## config.mk

```make
export PLATFORM = sky130hd
export DESIGN_NAME = lcd_channel_divider
export DESIGN_NICKNAME = d
export VERILOG_FILES = /design/src/logic/lcd_pkg.sv /design/src/logic/lcd_stage.sv /design/src/logic/lcd_duty.sv /design/src/logic/lcd_channel_divider.sv
export SDC_FILE = /design/constraint.sdc
export NUM_CORES = 1
export LEC_CHECK = 0
export BUFFER_PORTS_ARGS = -buffer_cell sky130_fd_sc_hd__buf_2
export CAP_MARGIN = 20
export CORE_AREA = 2 2 103 105
export DETAILED_ROUTE_END_ITERATION = 8
export DIE_AREA = 0 0 105 107
export GPL_TIMING_DRIVEN = 0
export PLACE_DENSITY = 0.94
export SETUP_SLACK_MARGIN = 0.5
export SLEW_MARGIN = 15
export SYNTH_ARGS = -nofsm -noshare
export SYNTH_HDL_FRONTEND = slang
export SYNTH_SLANG_ARGS = --single-unit
```

## constraint.sdc

```tcl
create_clock -name pclk -period 6.4 [get_ports pclk]
set_input_delay 0.64 -clock pclk [delete_from_list [all_inputs] [get_ports pclk]]
set_output_delay 0.64 -clock pclk [all_outputs]
set_load 0.005 [all_outputs]
```

## src/logic/lcd_pkg.sv

```systemverilog
// constants for the lvds/cmos channel divider block
package lcd_pkg;

  // ----------------------------------------------------------------
  // register indices (byte address is four times the index)
  // ----------------------------------------------------------------
  localparam logic [9:0] LCD_IDX_S1_CNT   = 10'h199;
  localparam logic [9:0] LCD_IDX_PHASE    = 10'h19A;
  localparam logic [9:0] LCD_IDX_S2_CNT   = 10'h19B;
  localparam logic [9:0] LCD_IDX_CTRL     = 10'h19C;
  localparam logic [9:0] LCD_IDX_DCC      = 10'h19D;
  localparam logic [9:0] LCD_IDX_NXT_CNT  = 10'h19E;
  localparam logic [9:0] LCD_IDX_STATUS   = 10'h1B0;

  localparam int LCD_ADDR_W = 12;

  // ----------------------------------------------------------------
  // field positions
  // ----------------------------------------------------------------
  localparam int LCD_LOW_LSB      = 4;
  localparam int LCD_HIGH_LSB     = 0;
  localparam int LCD_PH2_LSB      = 4;
  localparam int LCD_PH1_LSB      = 0;
  localparam int LCD_BIT_BYP2     = 5;
  localparam int LCD_BIT_BYP1     = 4;
  localparam int LCD_BIT_NOSYNC   = 3;
  localparam int LCD_BIT_FORCE    = 2;
  localparam int LCD_BIT_START2   = 1;
  localparam int LCD_BIT_START1   = 0;
  localparam int LCD_BIT_DCC_DIS  = 0;

  // ----------------------------------------------------------------
  // reset values
  // ----------------------------------------------------------------
  localparam logic [7:0] LCD_RST_S1_CNT  = 8'h00;
  localparam logic [7:0] LCD_RST_PHASE   = 8'h00;
  localparam logic [7:0] LCD_RST_S2_CNT  = 8'h00;
  localparam logic [7:0] LCD_RST_CTRL    = 8'h00;
  localparam logic [7:0] LCD_RST_DCC     = 8'h00;
  localparam logic [7:0] LCD_RST_NXT_CNT = 8'h00;

  // ----------------------------------------------------------------
  // timing
  // ----------------------------------------------------------------
  localparam int LCD_CNT_W    = 5;
  localparam int LCD_PERIOD_W = 11;

endpackage : lcd_pkg

```

## src/logic/lcd_stage.sv

```systemverilog
// one programmable divider stage counting input clock ticks
`timescale 1ns/1ns
`default_nettype none
module lcd_stage
  import lcd_pkg::*;
(
  input  wire logic       clk,
  input  wire logic       rst_n,
  input  wire logic       in_tick,
  input  wire logic       in_level,
  input  wire logic       bypass,
  input  wire logic [3:0] low_cnt,
  input  wire logic [3:0] high_cnt,
  input  wire logic [3:0] phase,
  input  wire logic       start_high,
  input  wire logic       restart,
  input  wire logic       hold,
  output logic            out_level,
  output logic            out_tick
);

  // ----------------------------------------------------------------
  // counter
  // ----------------------------------------------------------------
  logic                 lvl_q;
  logic                 lvl_d;
  logic [LCD_CNT_W-1:0] cnt_q;
  logic [LCD_CNT_W-1:0] cnt_d;
  wire  [LCD_CNT_W-1:0] start_load;
  wire  [LCD_CNT_W-1:0] low_load;
  wire  [LCD_CNT_W-1:0] high_load;
  wire                  expire;
  wire                  run;

  assign low_load   = {1'b0, low_cnt};
  assign high_load  = {1'b0, high_cnt};
  // first phase after a restart is stretched by the offset
  assign start_load = (start_high ? high_load : low_load) + {1'b0, phase}; // RULE5 RULE15
  assign run        = in_tick && !bypass && !hold;
  assign expire     = run && (cnt_q == '0);

  always_comb begin
    lvl_d = lvl_q;
    cnt_d = cnt_q;
    if (bypass) begin
      // divider powered down: counter parked, input passes through
      lvl_d = in_level; // RULE6 RULE7
      cnt_d = start_load;
    end else if (restart || hold) begin
      lvl_d = start_high; // RULE11 RULE12 RULE15
      cnt_d = start_load;
    end else if (expire) begin
      lvl_d = !lvl_q;
      cnt_d = lvl_q ? low_load : high_load; // RULE1 RULE2 RULE3 RULE4
    end else if (run) begin
      cnt_d = cnt_q - 1'b1;
    end
  end

  always_ff @(posedge clk or negedge rst_n) begin
    if (!rst_n) begin
      lvl_q <= 1'b0;
      cnt_q <= '0;
    end else begin
      lvl_q <= lvl_d;
      cnt_q <= cnt_d;
    end
  end

  assign out_level = lvl_q;
  assign out_tick  = bypass ? in_tick : (expire && !lvl_q);

endmodule : lcd_stage
`default_nettype wire

```

## src/logic/lcd_duty.sv

```systemverilog
// duty-cycle correction of the divided channel output
`timescale 1ns/1ns
`default_nettype none
module lcd_duty
  import lcd_pkg::*;
#(
  parameter int PERIOD_W = LCD_PERIOD_W
) (
  input  wire logic clk,
  input  wire logic rst_n,
  input  wire logic tick,
  input  wire logic rise_tick,
  input  wire logic level_in,
  input  wire logic enable,
  output logic      level_out
);

  initial begin
    if (PERIOD_W < 4) $error("lcd_duty: PERIOD_W too small");
  end

  logic [PERIOD_W-1:0] cnt_q;
  logic [PERIOD_W-1:0] period_q;
  logic                corr_q;
  wire                 measured;
  wire [PERIOD_W-1:0]  half;
  wire [PERIOD_W-1:0]  cnt_inc;

  assign cnt_inc  = (cnt_q == '1) ? cnt_q : cnt_q + 1'b1;
  assign half     = period_q >> 1;
  assign measured = period_q > {{(PERIOD_W-2){1'b0}}, 2'b10};

  // measure period in input ticks and rebuild a half-period high phase
  always_ff @(posedge clk or negedge rst_n) begin
    if (!rst_n) begin
      cnt_q    <= '0;
      period_q <= '0;
      corr_q   <= 1'b0;
    end else if (tick) begin
      if (rise_tick) begin
        period_q <= cnt_inc;
        cnt_q    <= '0;
        corr_q   <= 1'b1;
      end else begin
        cnt_q <= cnt_inc;
        if (cnt_inc >= half) corr_q <= 1'b0;
      end
    end
  end

  // correction only once a period wider than two ticks is known
  assign level_out = (enable && measured) ? corr_q : level_in; // RULE13

endmodule : lcd_duty
`default_nettype wire

```

## src/logic/lcd_channel_divider.sv

```systemverilog
// lvds/cmos channel divider: two cascaded stages, next-channel stage, apb registers
//
// What this block does
// [RULE1] stage one output stays low for low field plus one input cycles
// [RULE2] stage one output stays high for high field plus one input cycles
// [RULE3] stage two low and high phases last their fields plus one cycles
// [RULE4] next channel's first stage low and high last their fields plus one
// [RULE5] four-bit phase offset per stage; stage two upper nibble, one lower
// [RULE6] stage two bypass powers down its divider and passes its input
// [RULE7] stage one bypass powers down its divider and passes its input
// [RULE8] sync-ignore zero obeys chip sync; one disregards it
// [RULE9] force bit sets static forced output level, one high, zero low
// [RULE10] software sets sync-ignore too when it wants a forced level
// [RULE11] stage two start polarity chooses initial output level
// [RULE12] stage one start polarity chooses initial output level
// [RULE13] duty correction active while disable bit is zero
// [RULE14] stage two is clocked by stage one output; divisions multiply
// [RULE15] honoured sync restarts each stage at start level with offset
//
// Register access over APB was decided locally.
`timescale 1ns/1ns
`default_nettype none
module lcd_channel_divider
  import lcd_pkg::*;
(
  input  wire logic                  pclk,
  input  wire logic                  presetn,
  input  wire logic [LCD_ADDR_W-1:0] paddr,
  input  wire logic                  psel,
  input  wire logic                  penable,
  input  wire logic                  pwrite,
  input  wire logic [31:0]           pwdata,
  output logic      [31:0]           prdata,
  output logic                       pready,
  output logic                       pslverr,
  input  wire logic                  dist_tick,
  input  wire logic                  dist_level,
  input  wire logic                  sync_n,
  output logic                       stage1_level,
  output logic                       stage2_level,
  output logic                       channel_level,
  output logic                       channel_tick,
  output logic                       next_stage1_level
);

  // ----------------------------------------------------------------
  // apb decode
  // ----------------------------------------------------------------
  function automatic logic hit(input logic [LCD_ADDR_W-1:0] a, input logic [9:0] idx);
    hit = (a[LCD_ADDR_W-1:2] == idx) && (a[1:0] == 2'b00);
  endfunction

  wire setup   = psel && !penable;
  wire wr_en   = psel && penable && pwrite;
  wire sel_s1  = hit(paddr, LCD_IDX_S1_CNT);
  wire sel_ph  = hit(paddr, LCD_IDX_PHASE);
  wire sel_s2  = hit(paddr, LCD_IDX_S2_CNT);
  wire sel_ct  = hit(paddr, LCD_IDX_CTRL);
  wire sel_dc  = hit(paddr, LCD_IDX_DCC);
  wire sel_nx  = hit(paddr, LCD_IDX_NXT_CNT);
  wire sel_st  = hit(paddr, LCD_IDX_STATUS);
  wire sel_rw  = sel_s1 || sel_ph || sel_s2 || sel_ct || sel_dc || sel_nx;
  wire mapped  = sel_rw || sel_st;

  // ----------------------------------------------------------------
  // registers
  // ----------------------------------------------------------------
  logic [7:0] s1_cnt_q;
  logic [7:0] phase_q;
  logic [7:0] s2_cnt_q;
  logic [7:0] ctrl_q;
  logic [7:0] dcc_q;
  logic [7:0] nxt_cnt_q;

  always_ff @(posedge pclk or negedge presetn) begin
    if (!presetn) begin
      s1_cnt_q  <= LCD_RST_S1_CNT;
      phase_q   <= LCD_RST_PHASE;
      s2_cnt_q  <= LCD_RST_S2_CNT;
      ctrl_q    <= LCD_RST_CTRL;
      dcc_q     <= LCD_RST_DCC;
      nxt_cnt_q <= LCD_RST_NXT_CNT;
    end else if (wr_en) begin
      if (sel_s1) s1_cnt_q  <= pwdata[7:0];
      if (sel_ph) phase_q   <= pwdata[7:0];
      if (sel_s2) s2_cnt_q  <= pwdata[7:0];
      if (sel_ct) ctrl_q    <= {2'b00, pwdata[5:0]};
      if (sel_dc) dcc_q     <= {7'h00, pwdata[0]};
      if (sel_nx) nxt_cnt_q <= pwdata[7:0];
    end
  end

  // ----------------------------------------------------------------
  // field extraction
  // ----------------------------------------------------------------
  wire [3:0] s1_low   = s1_cnt_q[LCD_LOW_LSB +: 4];
  wire [3:0] s1_high  = s1_cnt_q[LCD_HIGH_LSB +: 4];
  wire [3:0] s2_low   = s2_cnt_q[LCD_LOW_LSB +: 4];
  wire [3:0] s2_high  = s2_cnt_q[LCD_HIGH_LSB +: 4];
  wire [3:0] nx_low   = nxt_cnt_q[LCD_LOW_LSB +: 4];
  wire [3:0] nx_high  = nxt_cnt_q[LCD_HIGH_LSB +: 4];
  wire [3:0] ph2      = phase_q[LCD_PH2_LSB +: 4]; // RULE5
  wire [3:0] ph1      = phase_q[LCD_PH1_LSB +: 4]; // RULE5
  wire       byp2     = ctrl_q[LCD_BIT_BYP2];
  wire       byp1     = ctrl_q[LCD_BIT_BYP1];
  wire       nosync   = ctrl_q[LCD_BIT_NOSYNC];
  wire       force_hi = ctrl_q[LCD_BIT_FORCE];
  wire       start2   = ctrl_q[LCD_BIT_START2];
  wire       start1   = ctrl_q[LCD_BIT_START1];
  wire       dcc_dis  = dcc_q[LCD_BIT_DCC_DIS];

  // ----------------------------------------------------------------
  // chip sync pin: synchroniser and release detect
  // ----------------------------------------------------------------
  logic sync_s1_q;
  logic sync_s2_q;
  logic held_q;

  always_ff @(posedge pclk or negedge presetn) begin
    if (!presetn) begin
      sync_s1_q <= 1'b1;
      sync_s2_q <= 1'b1;
      held_q    <= 1'b0;
    end else begin
      sync_s1_q <= sync_n;
      sync_s2_q <= sync_s1_q;
      held_q    <= !sync_s2_q;
    end
  end

  wire sync_held = !sync_s2_q;
  wire release_p = held_q && !sync_held;
  // sync only reaches the stages while it is not ignored
  wire hold_div  = sync_held && !nosync;  // RULE8
  wire restart   = release_p && !nosync;  // RULE8 RULE15
  // with sync ignored a held sync parks the output at the forced level
  wire forcing   = sync_held && nosync;   // RULE9 RULE10

  // ----------------------------------------------------------------
  // stage one, stage two, next channel stage one
  // ----------------------------------------------------------------
  logic s1_lvl;
  logic s1_tick;
  logic s2_lvl;
  logic s2_tick;
  logic nx_lvl;

  lcd_stage u_stage1 (
    .clk        (pclk),
    .rst_n      (presetn),
    .in_tick    (dist_tick),
    .in_level   (dist_level),
    .bypass     (byp1),
    .low_cnt    (s1_low),
    .high_cnt   (s1_high),
    .phase      (ph1),
    .start_high (start1),
    .restart    (restart),
    .hold       (hold_div),
    .out_level  (s1_lvl),
    .out_tick   (s1_tick)
  );

  // stage two counts periods of stage one
  lcd_stage u_stage2 (
    .clk        (pclk),
    .rst_n      (presetn),
    .in_tick    (s1_tick),  // RULE14
    .in_level   (s1_lvl),   // RULE14
    .bypass     (byp2),
    .low_cnt    (s2_low),
    .high_cnt   (s2_high),
    .phase      (ph2),
    .start_high (start2),
    .restart    (restart),
    .hold       (hold_div),
    .out_level  (s2_lvl),
    .out_tick   (s2_tick)
  );

  lcd_stage u_next_stage1 (
    .clk        (pclk),
    .rst_n      (presetn),
    .in_tick    (dist_tick),
    .in_level   (dist_level),
    .bypass     (1'b0),
    .low_cnt    (nx_low),
    .high_cnt   (nx_high),
    .phase      (4'h0),
    .start_high (1'b0),
    .restart    (restart),
    .hold       (hold_div),
    .out_level  (nx_lvl),
    .out_tick   ()
  );

  // ----------------------------------------------------------------
  // duty correction and output select
  // ----------------------------------------------------------------
  logic dcc_lvl;

  lcd_duty #(
    .PERIOD_W (LCD_PERIOD_W)
  ) u_duty (
    .clk       (pclk),
    .rst_n     (presetn),
    .tick      (dist_tick),
    .rise_tick (s2_tick),
    .level_in  (s2_lvl),
    .enable    (!dcc_dis),  // RULE13
    .level_out (dcc_lvl)
  );

  wire chan_d = forcing ? force_hi : dcc_lvl; // RULE9

  logic chan_q;
  logic chan_tick_q;
  logic s1_q;
  logic s2_q;
  logic nx_q;

  always_ff @(posedge pclk or negedge presetn) begin
    if (!presetn) begin
      chan_q      <= 1'b0;
      chan_tick_q <= 1'b0;
      s1_q        <= 1'b0;
      s2_q        <= 1'b0;
      nx_q        <= 1'b0;
    end else begin
      chan_q      <= chan_d;
      chan_tick_q <= s2_tick && !forcing;
      s1_q        <= s1_lvl;
      s2_q        <= s2_lvl;
      nx_q        <= nx_lvl;
    end
  end

  assign channel_level     = chan_q;
  assign channel_tick      = chan_tick_q;
  assign stage1_level      = s1_q;
  assign stage2_level      = s2_q;
  assign next_stage1_level = nx_q;

  // ----------------------------------------------------------------
  // read data, captured in the setup cycle
  // ----------------------------------------------------------------
  wire [7:0] status = {2'b00, !dcc_dis, sync_held, nx_q, s2_q, s1_q, chan_q};
  wire [7:0] rd_mux =
    sel_s1 ? s1_cnt_q  :
    sel_ph ? phase_q   :
    sel_s2 ? s2_cnt_q  :
    sel_ct ? ctrl_q    :
    sel_dc ? dcc_q     :
    sel_nx ? nxt_cnt_q :
    sel_st ? status    : 8'h00;

  logic [31:0] prdata_q;
  logic        err_q;

  always_ff @(posedge pclk or negedge presetn) begin
    if (!presetn) begin
      prdata_q <= 32'h0000_0000;
      err_q    <= 1'b0;
    end else if (setup) begin
      prdata_q <= {24'h00_0000, rd_mux};
      err_q    <= !mapped || (pwrite && sel_st);
    end
  end

  assign prdata  = prdata_q;
  assign pready  = 1'b1;
  assign pslverr = psel && penable && err_q;

endmodule : lcd_channel_divider
`default_nettype wire

```

Word-level counts from Yosys, hierarchy flattened
Cells that the tools add are included.
W data, S select, Z words.
{ "op_classes": {"n_addsub": 6, "n_lt_le_gt_ge": 2, "n_eq_ne": 8, "n_mux": 39, "n_reduce_logical": 67} }
{ "ops": {"columns": ["cell", "n"], "rows": [
  ["$eq A10 B9 Y1 const B", 7],
  ["$mux W5", 11],
  ["$mux W8", 6],
  ["$logic_and A1 B1 Y1", 28],
  ["$mux W11", 2],
  ["$mux W4", 5],
  ["$reduce_and A2 Y1", 8],
  ["$logic_not A5 Y1", 3],
  ["$sub A5 B1 Y5 const B", 3],
  ["$mux W1", 14],
  ["$logic_not A1 Y1", 12],
  ["$add A11 B1 Y11 const B", 1],
  ["$eq A11 B11 Y1 const B", 1],
  ["$ge A11 B10 Y1", 1],
  ["$gt A11 B2 Y1 const B", 1],
  ["$add A5 B4 Y5", 2],
  ["$reduce_bool A3 Y1", 3],
  ["$logic_or A1 B1 Y1", 8],
  ["$reduce_bool A4 Y1", 2],
  ["$mux W6", 1],
  ["$reduce_bool A2 Y1", 2],
  ["$logic_not A2 Y1", 1]
]} }
{ "totals": {"register_bits": 97, "in_bits": 52, "out_inout_bits": 39, "word_cells": 147} }

Longest topological paths before layout
{ "logic_depth": {"depth_word": 14, "ltp_mapped": 11, "mapped_depth_nobuf": 11} }

By module
A second synthesis with hierarchy kept.
{ "unflattened": {"cells_unflattened": 627, "area_unflattened_um2": 6289.8} }
{ "modules_own_cells": {"columns": ["module", "n_inst", "cells_per_inst", "area_each_um2", "seq_area_each_um2"], "rows": [
  ["lcd_channel_divider", 1, 259, 2885.3, 1403.8],
  ["lcd_stage", 3, 69, 624.3, 150.1],
  ["lcd_duty", 1, 161, 1531.5, 575.6]
]} }

Worst setup path after synthesis
Ideal clock, no wire load.
{ "synth_timing": {"path_kind": "input to register", "from": "input paddr[7]", "to": "register s1_cnt_q[0]", "setup_ns": 0.125, "arrival_time_ns": 2.143, "required_time_ns": 6.275, "path_slack_ns": 4.132, "cell_stages": 6, "n_path_buf": 1, "path_cell_list": "nor4b_2 -> nand2_1 -> or2_1 -> clkbuf_1 -> nor2_4 -> mux2_2"} }
{ "synth_via": {"elab_chain_len": 3} }
{ "synth_lines": {"columns": ["element", "line_no", "source"], "rows": [
  ["from (decl)", "lcd_channel_divider.sv:28", "input wire logic [LCD_ADDR_W-1:0] paddr,"],
  ["$eq A10 B9 Y1", "lcd_channel_divider.sv:50", "hit = (a[LCD_ADDR_W-1:2] == idx) && (a[1:0] == 2'b00);"],
  ["$logic_and A1 B1 Y1", "lcd_channel_divider.sv:50", null],
  ["$reduce_and A2 Y1 (no line)", null, null],
  ["to (signal assigned)", "lcd_channel_divider.sv:84", "if (sel_s1) s1_cnt_q <= pwdata[7:0];"],
  ["to (decl)", "lcd_channel_divider.sv:68", "logic [7:0] s1_cnt_q;"]
]} }
Every way passes these cells.
A chain may end at the register's enable or synchronous reset.

Final worst setup path
{ "layout_timing": {"from": "register u_duty.cnt_q[3]", "to": "register u_duty.corr_q"} }
{ "layout_via": {"elab_chain_len": 5, "elab_cells_between_ends": 6, "classes_between": "1 x add/sub; 1 x order compare; 1 x eq/ne; 1 x mux; 2 x reduce/logical"} }
{ "layout_lines": {"columns": ["element", "line_no", "source"], "rows": [
  ["from (decl)", "lcd_duty.sv:22", "logic [PERIOD_W-1:0] cnt_q;"],
  ["from (signal assigned)", "lcd_duty.sv:45", "cnt_q <= cnt_inc;"],
  ["$add A11 B1 Y11 / $eq A11 B11 Y1 (equally long branches)", "lcd_duty.sv:29", "assign cnt_inc = (cnt_q == '1) ? cnt_q : cnt_q + 1'b1;"],
  ["$mux W11 (*)", "lcd_duty.sv:29", null],
  ["net u_duty.cnt_inc[8]", "lcd_duty.sv:27", "wire [PERIOD_W-1:0] cnt_inc;"],
  ["$ge A11 B10 Y1 (*)", "lcd_duty.sv:46", "if (cnt_inc >= half) corr_q <= 1'b0;"],
  ["$reduce_bool A2 Y1 (no line) (*)", null, null],
  ["$reduce_and A2 Y1 (no line) (*)", null, null],
  ["to (signal assigned)", "lcd_duty.sv:38", "corr_q <= 1'b0;"],
  ["to (signal assigned)", "lcd_duty.sv:43", "corr_q <= 1'b1;"],
  ["to (signal assigned)", "lcd_duty.sv:46", null],
  ["to (decl)", "lcd_duty.sv:24", "logic corr_q;"]
]} }
The timed path passes the listed nets; every way through them passes the cells marked *.

==> impl_metrics.json <==
{
  "grt_use_total_pct": 27.8,
  "worstPathArrival_ns": 2.92,
  "postCtsHoldBufs": 0,
  "nNetsFinal": 756,
  "hold_class": "in2async",
  "synth-edff-count": 0,
  "rsz0062_at_grt": "no",
  "cp-start-kind": "flop",
  "cts_sinks": 97,
  "finalCritPeriodShare_pct": 41.0,
  "place_hpwl_um": 11300,
  "power.total_uw": 1580,
  "synth_ff_type": "dfrtp_1",
  "ff2ff_path_depth": 8,
  "dieArea_mm2": 0.0112,
  "core_area_mm2": 0.0101,
  "setup-tns-final_ns": 0,
  "final_hold_viol_count": 0,
  "grt_pass1_vias": 4940,
  "min_period_ns": 2.63,
  "grt_max_degree": 61,
  "antenna_found_initial": 0,
  "drt_iter0_drc": 588,
  "antenna_left": 0,
  "path_clk_slew_ns": 0.11,
  "cts_root_buffer": "clkbuf_8",
  "cellPowerDensity_mw_per_mm2": 238,
  "async_reset_ff_share_pct": 100,
  "finalClockSkew_ns": 0.0128,
  "core.rowCount": 37,
  "areaGrowthSynthToFinish_pct": 11.2,
  "port_buffers": 41,
  "power_leakage_uw": 0.00311,
  "final-setup-viol-count": 0,
  "yosysUniqueCellTypes": 69,
  "yosys_register_bits": 97,
  "tritoncts": "done",
  "critPathKind": "reg2reg",
  "worst_setup_path_end_kind": "flop",
  "nFillCells": 782,
  "initial_core_util_pct": 59.0,
  "synth_top_family_by_area": "simple AND/OR/NAND/NOR gates",
  "clock_path_buffers": 2,
  "synth_xor_area_share_pct": 2.06,
  "synthMuxAreaShare_pct": 14.3,
  "cts_resized": 0,
  "drive_gt1_share_pct": 22.7,
  "synth_cells": 603,
  "grt_pass1_wl_um": 24600,
  "ys_seq_area_share_pct": 40.8,
  "yosys.area_share.simple_pct": 15.8,
  "fmaxAchievable_mhz": 381,
  "cap_violations": 0,
  "die_x_um": 105,
  "io_pins": 91,
  "drc": 0,
  "critical_path.max_fanout": 8,
  "viasPerCell": 6.19,
  "postCtsSetupBuffers": 0,
  "yosys_warnings": 0,
  "avgSynthCellArea_um2": 9.87,
  "wirelength_um": 15300,
  "slew_headroom_pct": 36.9,
  "drv_slew": 0,
  "place_congestion": 0.962,
  "clk_latency_ns": 0.38,
  "dr.pass1.iters": 6,
  "num_vias": 5079,
  "ir_drop_v": 0.000143,
  "num_antenna_cells": 0,
  "htree_levels": 3,
  "status": "finished, final reports clean",
  "grt_overflow": 0,
  "postLayoutCoreUtil_pct": 65.6,
  "cts-buffers-inserted": 9,
  "worstPathRequired_ns": 6.69,
  "syn_area_mm2": 0.00595,
  "synth-compound-area-share_pct": 14.2,
  "tightest_slew_ns": 0.938,
  "synthAdderAreaFrac_pct": 5.51,
  "wl_per_cell_um": 18.6,
  "die_y_um": 107
}
power breakdown:
part / total [µW] / leakage, µW / switching [µW] / internal [µW]
Clock: 387 / 0.0000925 / 239 / 148
Sequential: 772 / 0.00123 / 81.3 / 691
Combinational: 419 / 0.00179 / 230 / 189
synthesized netlist by cell type (8+ instances only):
cell type | instances | area [µm²]
dfrtp_1 | 95 | 2380
mux2_2 | 48 | 541
nand2_1 | 44 | 165
o21ai_0 | 44 | 220
inv_1 | 37 | 139
mux2i_1 | 31 | 310
a21oi_1 | 29 | 145
nor2_1 | 28 | 105
buf_4 | 25 | 188
ha_1 | 23 | 288
nand3_1 | 18 | 90.1
clkbuf_1 | 16 | 60.1
xnor2_1 | 12 | 105
nand4_1 | 10 | 62.6
nor3_1 | 10 | 50.1
nor2b_1 | 9 | 56.3
a2bb2oi_1 | 8 | 70.1
cell usage in the layout (no fill, tap or decap), drive strengths merged, types with 12 or more instances in the layout:
cell,instances
conb,25
nand3,18
buf,77
nand2,44
nor2,29
a21oi,29
clkbuf,25
dfrtp,95
o21ai,45
xnor2,12
inv,41
nor3,12
ha,23
mux2i,31
mux2,48
routing by layer:
metal	vias up	GRT usage, %	part of all wire (%)
li1	2277	-	-
met1	2429	34.9	39
met3	55	3.83	7.8
met5	-	0	0
met2	318	48.4	50
met4	0	11.5	3.4
kinds of logic (layout without fill, tap and decap cells):
kind of cell               after synthesis  count (layout)
xor gates and xnor gates                14              14
buffers and inverters                   88             146
AOI/OAI and AO/OA                      133             133
other                                    2              25
adders and majority gates               25              25
DFF                                     97              97
muxes                                   79              79
and+or+nand+nor                        165             165
path summary, 6_finish.rpt:
check | startpoint | endpoint | slack, ns
max | u_duty.cnt_q[3]$_DFFE_PN0P_ | u_duty.corr_q$_DFFE_PN0P_ | 3.77
min | presetn | u_duty.cnt_q[8]$_DFFE_PN0P_ | 0.32
max reg2reg | u_duty.cnt_q[3]$_DFFE_PN0P_ | u_duty.corr_q$_DFFE_PN0P_ | 3.77
min reg2reg | sync_s1_q$_DFF_PN1_ | sync_s2_q$_DFF_PN1_ | 0.36
max in group asynchronous | presetn | s2_cnt_q[0]$_DFFE_PN0P_ | 5.40
min in group pclk | sync_s1_q$_DFF_PN1_ | sync_s2_q$_DFF_PN1_ | 0.36
flip-flops by register name (all words and copies together) (netlist names), 5 cells and up:
register             count
s1_cnt_q                 8
nxt_cnt_q                8
u_stage1.cnt_q           5
u_stage2.cnt_q           5
u_duty.cnt_q            11
u_duty.period_q         11
prdata                   8
s2_cnt_q                 8
u_next_stage1.cnt_q      5
phase_q                  8
ctrl_q                   6
layout make-up:
cell class | instances | area, µm² | area share [%]
multi-input cells | 441 | 3180 | 48.0
inverters | 37 | 139 | 2.10
clock inverters | 7 | 58.8 | 0.888
plain buffers | 51 | 293 | 4.42
repair buffers | 42 | 228 | 3.44
clock buffers | 9 | 124 | 1.87
well taps | 136 | 170 | 2.57
flip-flops and latches | 97 | 2430 | 36.7
worst max-delay path: stages, from the launching register on:
cell and delay (ns):
dfrtp_1 0.47, nand4_1 0.31, nor3_1 0.47, mux2i_1 0.38, ha_1 0.32, a21o_1 0.17, a21oi_1 0.16, a21oi_1 0.08
o21ai_0 0.19
metrics by stage:
stage                     worst slack (ns)  area, µm²  cells  hold slack (ns)
final                                 3.77       6620    820            0.325
after detailed placement              3.60       6440    804            0.347
after global placement                3.70       6420    803            0.348
after CTS                             3.75       6620    820            0.360
after global routing                  3.57       6620    820            0.355
after floorplan                       4.13       6040    626            0.344
Note: power is estimated with default switching activity, not from simulation.
